`src/wwdt_pkg.sv`:
```
// Constants shared by the windowed watchdog timer.
// Assumes a 32-bit AXI4-Lite register bus.
package wwdt_pkg;

    // ------------------------------------------------------------------
    // Register offsets (byte addresses)
    // ------------------------------------------------------------------
    localparam logic [7:0] KEY_OFF    = 8'h00;
    localparam logic [7:0] BITOP_OFF  = 8'h04;
    localparam logic [7:0] STATUS_OFF = 8'h08;
    localparam logic [7:0] COUNT_OFF  = 8'h0C;
    localparam logic [7:0] CAUSE_OFF  = 8'h10;

    // ------------------------------------------------------------------
    // Key and read-back values
    // ------------------------------------------------------------------
    localparam logic [7:0] KEY_VALUE    = 8'hAC;
    localparam logic [7:0] KEY_READ_ON  = 8'h9A;
    localparam logic [7:0] KEY_READ_OFF = 8'h1A;

    // ------------------------------------------------------------------
    // Option byte fields and cause flag bit
    // ------------------------------------------------------------------
    localparam int OPT_STBY_POS   = 0;
    localparam int OPT_OVF_LSB    = 1;
    localparam int OPT_EN_POS     = 4;
    localparam int OPT_WIN_LSB    = 5;
    localparam int OPT_IRQ_POS    = 7;
    localparam int CAUSE_FLAG_POS = 4;

    // Status register fields
    localparam int ST_OPT_LSB   = 0;
    localparam int ST_OPEN_POS  = 8;
    localparam int ST_FIRST_POS = 9;
    localparam int ST_RST_POS   = 10;

    // Window encodings
    localparam logic [1:0] WIN_50  = 2'h1;
    localparam logic [1:0] WIN_75  = 2'h2;

    // Reset values
    localparam logic [7:0]  OPT_RESET = 8'h00;
    localparam logic [16:0] CNT_RESET = 17'h00000;

    // AXI responses
    localparam logic [1:0] RESP_OKAY   = 2'h0;
    localparam logic [1:0] RESP_SLVERR = 2'h2;

    // Watchdog state
    typedef enum logic [1:0] {
        WWDT_IDLE  = 2'b00,
        WWDT_RUN   = 2'b01,
        WWDT_FIRED = 2'b10
    } wwdt_state_e;

endpackage : wwdt_pkg

```
`src/wwdt_top.sv`:
```
// Windowed watchdog timer with AXI4-Lite register access.
// Assumes fil_clk is the slow oscillator, asynchronous to aclk, and that
// option_byte is stable while aresetn is low and the cycle after release.
`timescale 1ns/10ps
`default_nettype none

module wwdt_top #(
    parameter int CNT_W = 17
) (
    // Clock and reset
    input  wire logic             aclk,
    input  wire logic             aresetn,
    // AXI4-Lite write address
    input  wire logic [7:0]       s_axi_awaddr,
    input  wire logic             s_axi_awvalid,
    output var  logic             s_axi_awready,
    // AXI4-Lite write data
    input  wire logic [31:0]      s_axi_wdata,
    input  wire logic [3:0]       s_axi_wstrb,
    input  wire logic             s_axi_wvalid,
    output var  logic             s_axi_wready,
    // AXI4-Lite write response
    output var  logic [1:0]       s_axi_bresp,
    output var  logic             s_axi_bvalid,
    input  wire logic             s_axi_bready,
    // AXI4-Lite read address
    input  wire logic [7:0]       s_axi_araddr,
    input  wire logic             s_axi_arvalid,
    output var  logic             s_axi_arready,
    // AXI4-Lite read data
    output var  logic [31:0]      s_axi_rdata,
    output var  logic [1:0]       s_axi_rresp,
    output var  logic             s_axi_rvalid,
    input  wire logic             s_axi_rready,
    // Slow oscillator and configuration
    input  wire logic             fil_clk,
    input  wire logic [7:0]       option_byte,
    // Standby modes
    input  wire logic             halt_mode,
    input  wire logic             stop_mode,
    input  wire logic             snooze_mode,
    // Outputs to the system
    output var  logic             interval_irq,
    output var  logic             wdt_reset_req,
    output var  logic             watchdog_cause_flag
);

    // ------------------------------------------------------------------
    // Decode helpers
    // ------------------------------------------------------------------
    function automatic logic [CNT_W-1:0] ovf_limit(input logic [2:0] sel);
        case (sel)
            3'h0:    ovf_limit = CNT_W'(1) << 6;
            3'h1:    ovf_limit = CNT_W'(1) << 7;
            3'h2:    ovf_limit = CNT_W'(1) << 8;
            3'h3:    ovf_limit = CNT_W'(1) << 9;
            3'h4:    ovf_limit = CNT_W'(1) << 11;
            3'h5:    ovf_limit = CNT_W'(1) << 13;
            3'h6:    ovf_limit = CNT_W'(1) << 14;
            default: ovf_limit = CNT_W'(1) << 16;
        endcase
    endfunction

    function automatic logic addr_hit(input logic [7:0] a,
                                      input logic [7:0] off);
        addr_hit = (a[7:2] == off[7:2]);
    endfunction

    // ------------------------------------------------------------------
    // State
    // ------------------------------------------------------------------
    logic [7:0]              awaddr_q, awaddr_d;
    logic [31:0]             wdata_q, wdata_d, rdata_d;
    logic [3:0]              wstrb_q, wstrb_d;
    logic                    aw_full_q, aw_full_d, w_full_q, w_full_d;
    logic                    awready_d, wready_d, arready_d;
    logic                    bvalid_d, rvalid_d;
    logic [1:0]              bresp_d, rresp_d;
    logic                    do_wr;
    logic                    wr_key, wr_bitop, wr_cause;

    logic                    s1_q, s2_q, s3_q, lvl_q, lvl_d, tick;
    wwdt_pkg::wwdt_state_e   state_q, state_d;
    logic [7:0]              opt_q, opt_d;
    logic                    opt_valid_q, opt_valid_d;
    logic [CNT_W-1:0]        cnt_q, cnt_d;
    logic [CNT_W-1:0]        lim, open_start, irq_point;
    logic                    clr_pend_q, clr_pend_d;
    logic                    first_q, first_d;
    logic                    stby_prev_q, stby_prev_d;
    logic                    irq_d, rst_d, cause_d;
    logic                    hold, closed, fire, clr_now;

    // ------------------------------------------------------------------
    // AXI4-Lite slave
    // ------------------------------------------------------------------
    assign do_wr    = aw_full_q & w_full_q & ~s_axi_bvalid;
    assign wr_key   = do_wr & wstrb_q[0]
                      & addr_hit(awaddr_q, wwdt_pkg::KEY_OFF);
    assign wr_bitop = do_wr & addr_hit(awaddr_q, wwdt_pkg::BITOP_OFF);
    assign wr_cause = do_wr & wstrb_q[0]
                      & addr_hit(awaddr_q, wwdt_pkg::CAUSE_OFF);

    always_comb begin
        awaddr_d  = awaddr_q;
        wdata_d   = wdata_q;
        wstrb_d   = wstrb_q;
        aw_full_d = aw_full_q;
        w_full_d  = w_full_q;
        bvalid_d  = s_axi_bvalid;
        bresp_d   = s_axi_bresp;
        rvalid_d  = s_axi_rvalid;
        rresp_d   = s_axi_rresp;
        rdata_d   = s_axi_rdata;
        if (s_axi_awvalid && s_axi_awready) begin
            awaddr_d  = s_axi_awaddr;
            aw_full_d = 1'b1;
        end
        if (s_axi_wvalid && s_axi_wready) begin
            wdata_d  = s_axi_wdata;
            wstrb_d  = s_axi_wstrb;
            w_full_d = 1'b1;
        end
        if (s_axi_bvalid && s_axi_bready) begin
            bvalid_d = 1'b0;
        end
        if (do_wr) begin
            aw_full_d = 1'b0;
            w_full_d  = 1'b0;
            bvalid_d  = 1'b1;
            if (addr_hit(awaddr_q, wwdt_pkg::KEY_OFF)
                || addr_hit(awaddr_q, wwdt_pkg::BITOP_OFF)
                || addr_hit(awaddr_q, wwdt_pkg::CAUSE_OFF)) begin
                bresp_d = wwdt_pkg::RESP_OKAY;
            end else begin
                bresp_d = wwdt_pkg::RESP_SLVERR;
            end
        end
        awready_d = ~aw_full_d & ~bvalid_d;
        wready_d  = ~w_full_d & ~bvalid_d;
        if (s_axi_rvalid && s_axi_rready) begin
            rvalid_d = 1'b0;
        end
        if (s_axi_arvalid && s_axi_arready) begin
            rvalid_d = 1'b1;
            rresp_d  = wwdt_pkg::RESP_OKAY;
            rdata_d  = 32'h00000000;
            if (addr_hit(s_axi_araddr, wwdt_pkg::KEY_OFF)
                || addr_hit(s_axi_araddr, wwdt_pkg::BITOP_OFF)) begin
                rdata_d[7:0] = opt_q[wwdt_pkg::OPT_EN_POS]
                               ? wwdt_pkg::KEY_READ_ON
                               : wwdt_pkg::KEY_READ_OFF;
            end else if (addr_hit(s_axi_araddr, wwdt_pkg::STATUS_OFF)) begin
                rdata_d[wwdt_pkg::ST_OPT_LSB +: 8] = opt_q;
                rdata_d[wwdt_pkg::ST_OPEN_POS]     = ~closed | ~first_q;
                rdata_d[wwdt_pkg::ST_FIRST_POS]    = first_q;
                rdata_d[wwdt_pkg::ST_RST_POS]      = wdt_reset_req;
            end else if (addr_hit(s_axi_araddr, wwdt_pkg::COUNT_OFF)) begin
                rdata_d[CNT_W-1:0] = cnt_q;
            end else if (addr_hit(s_axi_araddr, wwdt_pkg::CAUSE_OFF)) begin
                rdata_d[wwdt_pkg::CAUSE_FLAG_POS] = watchdog_cause_flag;
            end else begin
                rresp_d = wwdt_pkg::RESP_SLVERR;
            end
        end
        arready_d = ~rvalid_d;
    end

    always_ff @(posedge aclk) begin
        if (!aresetn) begin
            awaddr_q      <= 8'h00;
            wdata_q       <= 32'h00000000;
            wstrb_q       <= 4'h0;
            aw_full_q     <= 1'b0;
            w_full_q      <= 1'b0;
            s_axi_awready <= 1'b1;
            s_axi_wready  <= 1'b1;
            s_axi_bvalid  <= 1'b0;
            s_axi_bresp   <= 2'h0;
            s_axi_arready <= 1'b1;
            s_axi_rvalid  <= 1'b0;
            s_axi_rresp   <= 2'h0;
            s_axi_rdata   <= 32'h00000000;
        end else begin
            awaddr_q      <= awaddr_d;
            wdata_q       <= wdata_d;
            wstrb_q       <= wstrb_d;
            aw_full_q     <= aw_full_d;
            w_full_q      <= w_full_d;
            s_axi_awready <= awready_d;
            s_axi_wready  <= wready_d;
            s_axi_bvalid  <= bvalid_d;
            s_axi_bresp   <= bresp_d;
            s_axi_arready <= arready_d;
            s_axi_rvalid  <= rvalid_d;
            s_axi_rresp   <= rresp_d;
            s_axi_rdata   <= rdata_d;
        end
    end

    // ------------------------------------------------------------------
    // Slow oscillator tick
    // ------------------------------------------------------------------
    always_comb begin
        lvl_d = (s2_q == s3_q) ? s3_q : lvl_q;
        tick  = lvl_d & ~lvl_q;
    end

    always_ff @(posedge aclk) begin
        if (!aresetn) begin
            s1_q  <= 1'b0;
            s2_q  <= 1'b0;
            s3_q  <= 1'b0;
            lvl_q <= 1'b0;
        end else begin
            s1_q  <= fil_clk;
            s2_q  <= s1_q;
            s3_q  <= s2_q;
            lvl_q <= lvl_d;
        end
    end

    // ------------------------------------------------------------------
    // Watchdog core
    // ------------------------------------------------------------------
    always_comb begin
        lim       = ovf_limit(opt_q[wwdt_pkg::OPT_OVF_LSB +: 3]);
        irq_point = lim - (lim >> 2);
        if (!opt_q[wwdt_pkg::OPT_STBY_POS]) begin
            open_start = CNT_W'(0);
        end else if (opt_q[wwdt_pkg::OPT_WIN_LSB +: 2] == wwdt_pkg::WIN_50) begin
            open_start = lim >> 1;
        end else if (opt_q[wwdt_pkg::OPT_WIN_LSB +: 2] == wwdt_pkg::WIN_75) begin
            open_start = lim >> 2;
        end else begin
            open_start = CNT_W'(0);
        end
        closed = (cnt_q < open_start);
        hold   = (halt_mode | stop_mode | snooze_mode)
                 & ~opt_q[wwdt_pkg::OPT_STBY_POS];

        state_d     = state_q;
        opt_d       = opt_q;
        opt_valid_d = 1'b1;
        cnt_d       = cnt_q;
        clr_pend_d  = clr_pend_q;
        first_d     = first_q;
        stby_prev_d = halt_mode | stop_mode;
        irq_d       = 1'b0;
        rst_d       = wdt_reset_req;
        cause_d     = watchdog_cause_flag & ~(wr_cause
                      & wdata_q[wwdt_pkg::CAUSE_FLAG_POS]);
        fire        = 1'b0;
        clr_now     = 1'b0;

        case (state_q)
            wwdt_pkg::WWDT_IDLE: begin
                if (!opt_valid_q) begin
                    opt_d = option_byte;
                    if (option_byte[wwdt_pkg::OPT_EN_POS]) begin
                        state_d = wwdt_pkg::WWDT_RUN;
                    end
                end
            end
            wwdt_pkg::WWDT_RUN: begin
                if (wr_bitop) begin
                    fire = 1'b1;
                end else if (wr_key) begin
                    if (wdata_q[7:0] != wwdt_pkg::KEY_VALUE) begin
                        fire = 1'b1;
                    end else if (first_q && closed) begin
                        fire = 1'b1;
                    end else begin
                        clr_now = 1'b1;
                        first_d = 1'b1;
                    end
                end
                if (stby_prev_q && !(halt_mode | stop_mode)
                    && !opt_q[wwdt_pkg::OPT_STBY_POS]) begin
                    cnt_d      = CNT_W'(0);
                    clr_pend_d = 1'b0;
                end else if (tick && !hold) begin
                    if (clr_pend_q || clr_now) begin
                        cnt_d      = CNT_W'(0);
                        clr_pend_d = 1'b0;
                    end else if (cnt_q == lim - CNT_W'(1)) begin
                        fire = 1'b1;
                    end else begin
                        cnt_d = cnt_q + CNT_W'(1);
                        if (cnt_d == irq_point
                            && opt_q[wwdt_pkg::OPT_IRQ_POS]) begin
                            irq_d = 1'b1;
                        end
                    end
                end else if (clr_now) begin
                    clr_pend_d = 1'b1;
                end
                if (fire) begin
                    state_d = wwdt_pkg::WWDT_FIRED;
                    rst_d   = 1'b1;
                    cause_d = 1'b1;
                end
            end
            default: begin
                state_d = wwdt_pkg::WWDT_FIRED;
            end
        endcase
    end

    always_ff @(posedge aclk) begin
        if (!aresetn) begin
            state_q             <= wwdt_pkg::WWDT_IDLE;
            opt_q               <= wwdt_pkg::OPT_RESET;
            opt_valid_q         <= 1'b0;
            cnt_q               <= wwdt_pkg::CNT_RESET;
            clr_pend_q          <= 1'b0;
            first_q             <= 1'b0;
            stby_prev_q         <= 1'b0;
            interval_irq        <= 1'b0;
            wdt_reset_req       <= 1'b0;
            watchdog_cause_flag <= 1'b0;
        end else begin
            state_q             <= state_d;
            opt_q               <= opt_d;
            opt_valid_q         <= opt_valid_d;
            cnt_q               <= cnt_d;
            clr_pend_q          <= clr_pend_d;
            first_q             <= first_d;
            stby_prev_q         <= stby_prev_d;
            interval_irq        <= irq_d;
            wdt_reset_req       <= rst_d;
            watchdog_cause_flag <= cause_d;
        end
    end

endmodule // wwdt_top

`default_nettype wire

```
`config.mk`:
```
export PLATFORM = sky130hd
export DESIGN_NAME = wwdt_top
export DESIGN_NICKNAME = d
export VERILOG_FILES = /design/src/wwdt_pkg.sv /design/src/wwdt_top.sv
export SDC_FILE = /design/constraint.sdc
export NUM_CORES = 1
export LEC_CHECK = 0
export ABC_CLOCK_PERIOD_IN_PS = 3200
export BUFFER_PORTS_ARGS = -buffer_cell sky130_fd_sc_hd__buf_4
export CAP_MARGIN = 20
export CORE_ASPECT_RATIO = 0.6
export CORE_UTILIZATION = 50
export CTS_CLUSTER_SIZE = 10
export DETAILED_ROUTE_END_ITERATION = 6
export PLACE_DENSITY = 0.83
export SKIP_LAST_GASP = 1
export SLEW_MARGIN = 20
export SYNTH_ARGS = -nofsm -noshare
export SYNTH_HDL_FRONTEND = slang
export SYNTH_SLANG_ARGS = --single-unit
```
`constraint.sdc`:
```
create_clock -name aclk -period 3.2 [get_ports aclk]
set_input_delay 0.48 -clock aclk [delete_from_list [all_inputs] [get_ports aclk]]
set_output_delay 0.48 -clock aclk [all_outputs]
set_load 0.02 [all_outputs]
```
==> impl_results.md, run 1 <==
* Crit path largest cell delay at 370 ps
* Clock latency at the later pin of the worst-skew pair at 350 ps
* Port-buffer cells at 66
* Mean post-synth cell area at 7.71 µm²
* IO Count at 115
* Die X at 132 µm
* Power per cell area at 404 mW/mm²
* EDFF count, synth at 0
* Synth Flop Type: dfxtp_1
* Logic pwr share at 17.1%
* Die ar. at 0.0106 mm²
* M2 GR Usage at 42.8%
* Reg2reg setup slack at 20 ps
* Syn. warnings at 0
* CTS hold repair buffers at 0
* Max Buffers Root-to-Sink at 2
* Met3 Resource Use GR at 8.59%
* CTS tree: yes
* Final period util at 99.3%
* Final wirelength at 15.8 mm
* Fin nets at 832
* Crit Path Category: flip-flop to flip-flop
* NetSw at 717 µW
* Antenna cells at 0
* Antenna-violating nets left at 0
* Wire per inst at 18.0 µm
* GRT Util Overall at 29.9%
* Reg2reg end: cnt_q[2]
* Core area at 0.00988 mm²
* Yosys cell types at 72
* Cell family with most CP delay: compound AO/OA/AOI/OAI gates
* Hold WC Path Type: primary input to flip-flop
* Max-slew violations at 0
* Placement Setup Slack at 12.4 ps
* Leakage at 2.49 nW
* Flop pwr share at 41.5%
* GR peak layer: met1
* Fill count at 828
* Synth top area share at 31.0%
* Ys async rst share at 0%
* Sw Ratio at 28.4%
* Fraction of layout cells with a size suffix above 1 at 21.7%
* Met1 Track Usage GR at 43.1%
* Critical Path Slowest Stage Cell: dfxtp_4
* Critical register-to-register path startpoint: opt_q[5]
* DRC Markers at 0
* Commonest non-fill, non-tap cell in the layout: buf_4
* Critical path arrival at 3410 ps
* Commonest non-fill, non-tap cells in the layout: buf_4, nand2_1, dfxtp_1, nor2_1, a21oi_1
* Setup crit start: opt_q[5]
* Max_slew headroom at 26.5%
* CTS Buf Count at 9
* Cell Int Power at 1.80 mW
* First-pass GRT wire length at 24.5 mm
* Dpl hpwl at 11.7 mm
* CP cell instances: nand2_1 -> or2_2 -> o22ai_2 -> nand2_1 -> ha_1 -> nand2_1 -> o21a_1 -> o21ai_2 -> o211ai_4 -> buf_4 -> and2_1 -> buf_6 -> o221a_2 -> o21a_1
* First-pass iteration count of the detailed router at 5
* Hold Slack at 348 ps
* Max IR drop VDD at 0.380 mV
* Fmax at 0.315 GHz
* Fin cells at 878
* Largest net degree at the start of global routing at 41
* CP Capture Type: flip-flop
* Final min period at 3180 ps
* Gate Count Post-Synth at 662
* Min setup slack post-route at 23.4 ps
* Clk sink count at 79
* Clock Skew at 8.02 ps
* Synth-to-layout area growth at 22.2%
* Vias at 5,323
* Die Ht at 80.3 µm
* Worst setup path endpoint: cnt_q[2]
* Antenna violations before repair at 1
* Final hold viol count at 0
* Worst Max-Slew Pin Slew at 1090 ps
* Worst path depth at 14
* Cells on worst reg2reg path at 14
* Via/cell ratio at 6.06
* CP required at 3430 ps
* Yosys top cell by area: dfxtp_1
* Clock share of power at 41.4%
* Final setup viols at 0
* CTS clk-pin slew, worst paths at 60 ps
* Worst Path Buf+Inv at 2
* Sequential area share after synthesis at 31.0%
* Count of state elements after synthesis at 79
* Clock Tree Root: clkbuf_16
* Number of max-cap violations at 0
* Final setup TNS at 0 ps
* Drt initial violations at 633
* Routability Congestion at 0.991
* Finished Core Util at 63.2%
* Grt total ovfl at 0
* Startpoint Class: flip-flop
* Site Rows at 28
* Post-Synthesis Cell Area at 0.00510 mm²
* Starting Density at 51.7%
* CP max FO at 15
* H-tree depth at 3
* Cells after DPL at 861
* Top cells by area, synth: dfxtp_1, nand2_1, ha_1, a21oi_1, nor2_1
* Status: completed
* Crit path top cell by count: nand2_1
* Vias in the first global route at 4,777
==> sequential cells by signal, summed over array words and instances (netlist names), 2 cells and up <==
signal / flops
awaddr_q: 6
s_axi_rdata: 17
opt_q: 8
state_q: 2
cnt_q: 17
wdata_q: 8
==> synthesized netlist by cell type (10+ instances only) <==
library cell	instances
nor3_1	25
and2_1	12
mux2i_1	10
clkbuf_1	34
nand2b_1	14
inv_1	20
o21ai_0	10
nand3_1	16
o22ai_1	12
nor2_1	60
nand2_1	101
a21oi_1	56
dfxtp_1	79
xnor2_1	22
buf_4	19
ha_1	23
==> timing repair <==
item,in CTS,in global routing
gates resized for setup,1,19
pin swaps,0,4
endpoints found under the setup margin,2,22
buffers inserted,0,1
==> how the worst min path moves through the flow <==
stage | endpoint | from | cells past startpoint | slack [ps]
5_1_grt | s1_q | fil_clk | 2 | 340
3_5_place_dp | s2_q | s1_q | 1 | 440
3_3_place_gp | s2_q | s1_q | 1 | 420
6_report | s1_q | fil_clk | 2 | 350
4_1_cts | s1_q | fil_clk | 2 | 340
2_1_floorplan | s2_q | s1_q | 1 | 410
==> cells by family (layout without fill, tap and decap cells) <==
group | count (synthesis) | in the layout | share of synthesized area (%)
AND/OR/NAND/NOR | 293 | 293 | 29.2
multiplexers | 13 | 13 | 2.62
flip-flops | 79 | 79 | 31.0
adder cells (fa/ha/maj) | 23 | 23 | 5.64
XOR/XNOR | 29 | 29 | 4.98
AO/OA/AOI/OAI | 142 | 142 | 18.8
other | 1 | 17 | 0.0735
buffers and inverters | 82 | 147 | 7.72
==> power by group through the flow <==
| stage | Combinational [mW] | Clock, mW | Sequential [mW] |
|---|---|---|---|
| 2_1_floorplan | 0.283 | 0 | 1.07 |
| 3_3_place_gp | 0.399 | 0 | 1.06 |
| 3_5_place_dp | 0.414 | 0 | 1.07 |
| 4_1_cts | 0.417 | 1.06 | 1.05 |
| 5_1_grt | 0.467 | 1.10 | 1.05 |
| 6_report | 0.431 | 1.04 | 1.05 |
==> layer usage <==
layer	vias to the layer above	wire, µm
met1	2483	6960
met3	43	2130
met4	2	251
li1	2452	-
met2	343	6460
met5	-	10
==> metrics by stage <==
step | instance area, µm² | total power, mW
2_1_floorplan | 5170 | 1.35
3_3_place_gp | 5840 | 1.46
3_5_place_dp | 5840 | 1.48
4_1_cts | 6140 | 2.52
5_1_grt | 6240 | 2.61
6_report | 6240 | 2.52
==> worst register-to-register path, stage by stage (launching register included) <==
cell and delay, ps:
dfxtp_4 370, nand2_1 60, or2_2 310, o22ai_2 220, nand2_1 100, ha_1 320, nand2_1 110, o21a_1 250
o21ai_2 220, o211ai_4 110, buf_4 180, and2_1 180, buf_6 170, o221a_2 270, o21a_1 180
==> cell type report <==
type	count	area [µm²]	area share, %
Tap cell	135	169	2.71
Sequential cell	79	1590	25.5
Clock buffer	9	225	3.61
Clock inverter	7	78.8	1.26
Multi-Input combinational cell	517	3270	52.4
Timing Repair Buffer	110	830	13.3
Inverter	21	78.8	1.26
(Power assumes the default switching activity.)
==> run 2, diff against run 1 <==
--- a/config.mk
+++ b/config.mk
@@ -12,7 +12,7 @@
 export CORE_UTILIZATION = 50
 export CTS_CLUSTER_SIZE = 10
 export DETAILED_ROUTE_END_ITERATION = 6
-export PLACE_DENSITY = 0.83
+export PLACE_DENSITY = 0.78
 export SKIP_LAST_GASP = 1
 export SLEW_MARGIN = 20
 export SYNTH_ARGS = -nofsm -noshare
==> impl_results.md, run 2 (synthesized netlist as in run 1, its figures left out) <==
* Clock Skew at 7.35 ps (-0.671 ps)
* Cells on worst reg2reg path at 10 (-4)
* Setup crit start: opt_q[5]
* CP cell instances: and3b_2 -> nand3_1 -> ha_1 -> a21o_1 -> a2111oi_4 -> o21ai_2 -> o211ai_4 -> or4b_4 -> or4b_1 -> o21ai_1
* Port-buffer cells at 66 (unchanged)
* Clk sink count at 79 (unchanged)
* GRT Util Overall at 29.5% (-0.46 points)
* CTS Buf Count at 9 (unchanged)
* Finished Core Util at 62.9% (-0.23 points)
* Dpl hpwl at 11.9 mm (+1.2%)
* Antenna-violating nets left at 0 (unchanged)
* CTS clk-pin slew, worst paths at 60 ps (about the same)
* Largest net degree at the start of global routing at 46 (+12%)
* Multi-input logic area at 0.00325 mm² (-0.50%)
* Crit path largest cell delay at 500 ps (+130 ps)
* Drt initial violations at 500 (-21%)
* Fill count at 867 (+4.7%)
* Die Ht at 80.3 µm (unchanged)
* Die X at 132 µm (unchanged)
* RSZ-0062 raised after global routing: false
* Crit Path Category: flip-flop to flip-flop
* Startpoint Class: flip-flop
* Reg2reg end: cnt_q[13]
* Min setup slack post-route at 136 ps (+112 ps)
* Starting Density at 51.7% (unchanged)
* Hold WC Path Type: primary input to flip-flop
* Max IR drop VDD at 0.315 mV (-17%)
* Fraction of layout cells with a size suffix above 1 at 21.1% (-0.59 points)
* Synth-to-layout area growth at 21.8%
* Commonest non-fill, non-tap cell in the layout: buf_4
* Routability Congestion at 0.945 (-4.6%)
* Wire per inst at 17.6 µm (-2.2%)
* Status: completed
* CP required at 3470 ps (+40 ps)
* Fmax at 0.326 GHz (+3.7%)
* Final hold viol count at 0 (unchanged)
* Number of max-cap violations at 0 (unchanged)
* First-pass GRT wire length at 24.2 mm (-1.4%)
* Antenna violations before repair at 0 (-1)
* Max Buffers Root-to-Sink at 2 (unchanged)
* Vias in the first global route at 4,598 (-3.7%)
* Critical Path Slowest Stage Cell: or4b_4
* Final min period at 3060 ps (-112 ps)
* Clock Tree Root: clkbuf_16
* Critical path arrival at 3340 ps (-70 ps)
* Via/cell ratio at 5.89 (-2.9%)
* Die ar. at 0.0106 mm² (unchanged)
* Critical register-to-register path startpoint: opt_q[5]
* First-pass iteration count of the detailed router at 7 (+2)
* Final Cell Area at 0.00622 mm² (-0.36%)
* Commonest non-fill, non-tap cells in the layout: buf_4, nand2_1, dfxtp_1, nor2_1, a21oi_1
* Final setup viols at 0 (unchanged)
* Leakage at 2.48 nW (-0.40%)
* Vias at 5,152 (-3.2%)
* Final setup TNS at 0 ps (unchanged)
* Core area at 0.00988 mm² (unchanged)
* CP max FO at 6 (-9)
* Site Rows at 28 (unchanged)
* Worst setup path endpoint: cnt_q[13]
* Placement Setup Slack at -13.2 ps (-25.6 ps)
* Reg2reg setup slack at 140 ps (+110 ps)
* IO Count at 115 (unchanged)
* Placed instance area at 0.00582 mm² (-0.26%)
* CP Capture Type: flip-flop
* Biggest regs: cnt_q x17, s_axi_rdata x17
* Worst Max-Slew Pin Slew at 655 ps (-439 ps)
* Antenna cells at 0 (unchanged)
* Fin nets at 829 (-0.36%)
* DRC Markers at 0 (unchanged)
* Grt total ovfl at 0 (unchanged)
* Final period util at 95.8% (-3.5 points)
* Reg area at 0.00159 mm² (+0.16%)
* Final wirelength at 15.4 mm (-2.5%)
* CTS hold repair buffers at 0 (unchanged)
* CTS tree: yes
* H-tree depth at 3 (unchanged)
* Max_slew headroom at 55.7% (+29 points)
* Clock latency at the later pin of the worst-skew pair at 340 ps (about the same)
* Max-slew violations at 0 (unchanged)
* Power per cell area at 415 mW/mm² (+2.6%)
==> run 2: final cells by class <==
type / instances / share of cell area [%]
clock buffers: 10 / 3.68
clock inverters: 6 / 1.49
inverters: 21 / 1.27
multi-input cells: 517 / 52.3
flip-flops and latches: 79 / 25.6
well taps: 135 / 2.72
repair buffers: 107 / 12.9
==> run 2: worst min-delay path by stage <==
stage                    from          end  slack [ps]  cells after the start
floorplan                s1_q         s2_q         410                      1
global placement         s1_q         s2_q         420                      1
detailed placement       s1_q         s2_q         420                      1
CTS                 halt_mode  stby_prev_q         360                      3
global route          fil_clk         s1_q         360                      2
finish                fil_clk         s1_q         360                      2
==> run 2: per-layer routing <==
| layer | track usage, % | part of all wire (%) |
|---|---|---|
| met5 | 0 | 0 |
| met4 | 6.90 | 1.5 |
| met3 | 6.88 | 10 |
| met2 | 41.9 | 40 |
| met1 | 43.9 | 48 |
==> run 2: timing repair <==
item | 4_1_cts | 5_1_grt
buffers inserted | 0 | 0
pin swaps | 0 | 1
resized for setup | 1 | 16
hold endpoints to repair | 0 | 0
setup endpoints to repair | 2 | 20
==> run 2: power by group <==
group / switching, mW / internal, mW
combinational: 0.252 / 0.172
sequential: 0.0286 / 1.02
clock: 0.419 / 0.687
==> run 2: metrics by stage <==
stage	power, mW	hold slack, ps	instances
6_report	2.58	360	875
2_1_floorplan	1.35	412	678
3_5_place_dp	1.48	420	859
5_1_grt	2.67	363	875
3_3_place_gp	1.47	416	859
4_1_cts	2.57	362	875
==> run 2: worst max-delay path: cells and delay by family (launching register included) <==
| kind | cells | cell delay [ps] |
|---|---|---|
| fa+ha+maj | 1 | 300 |
| flops | 1 | 360 |
| simple gates | 4 | 1340 |
| compound gates | 5 | 1020 |
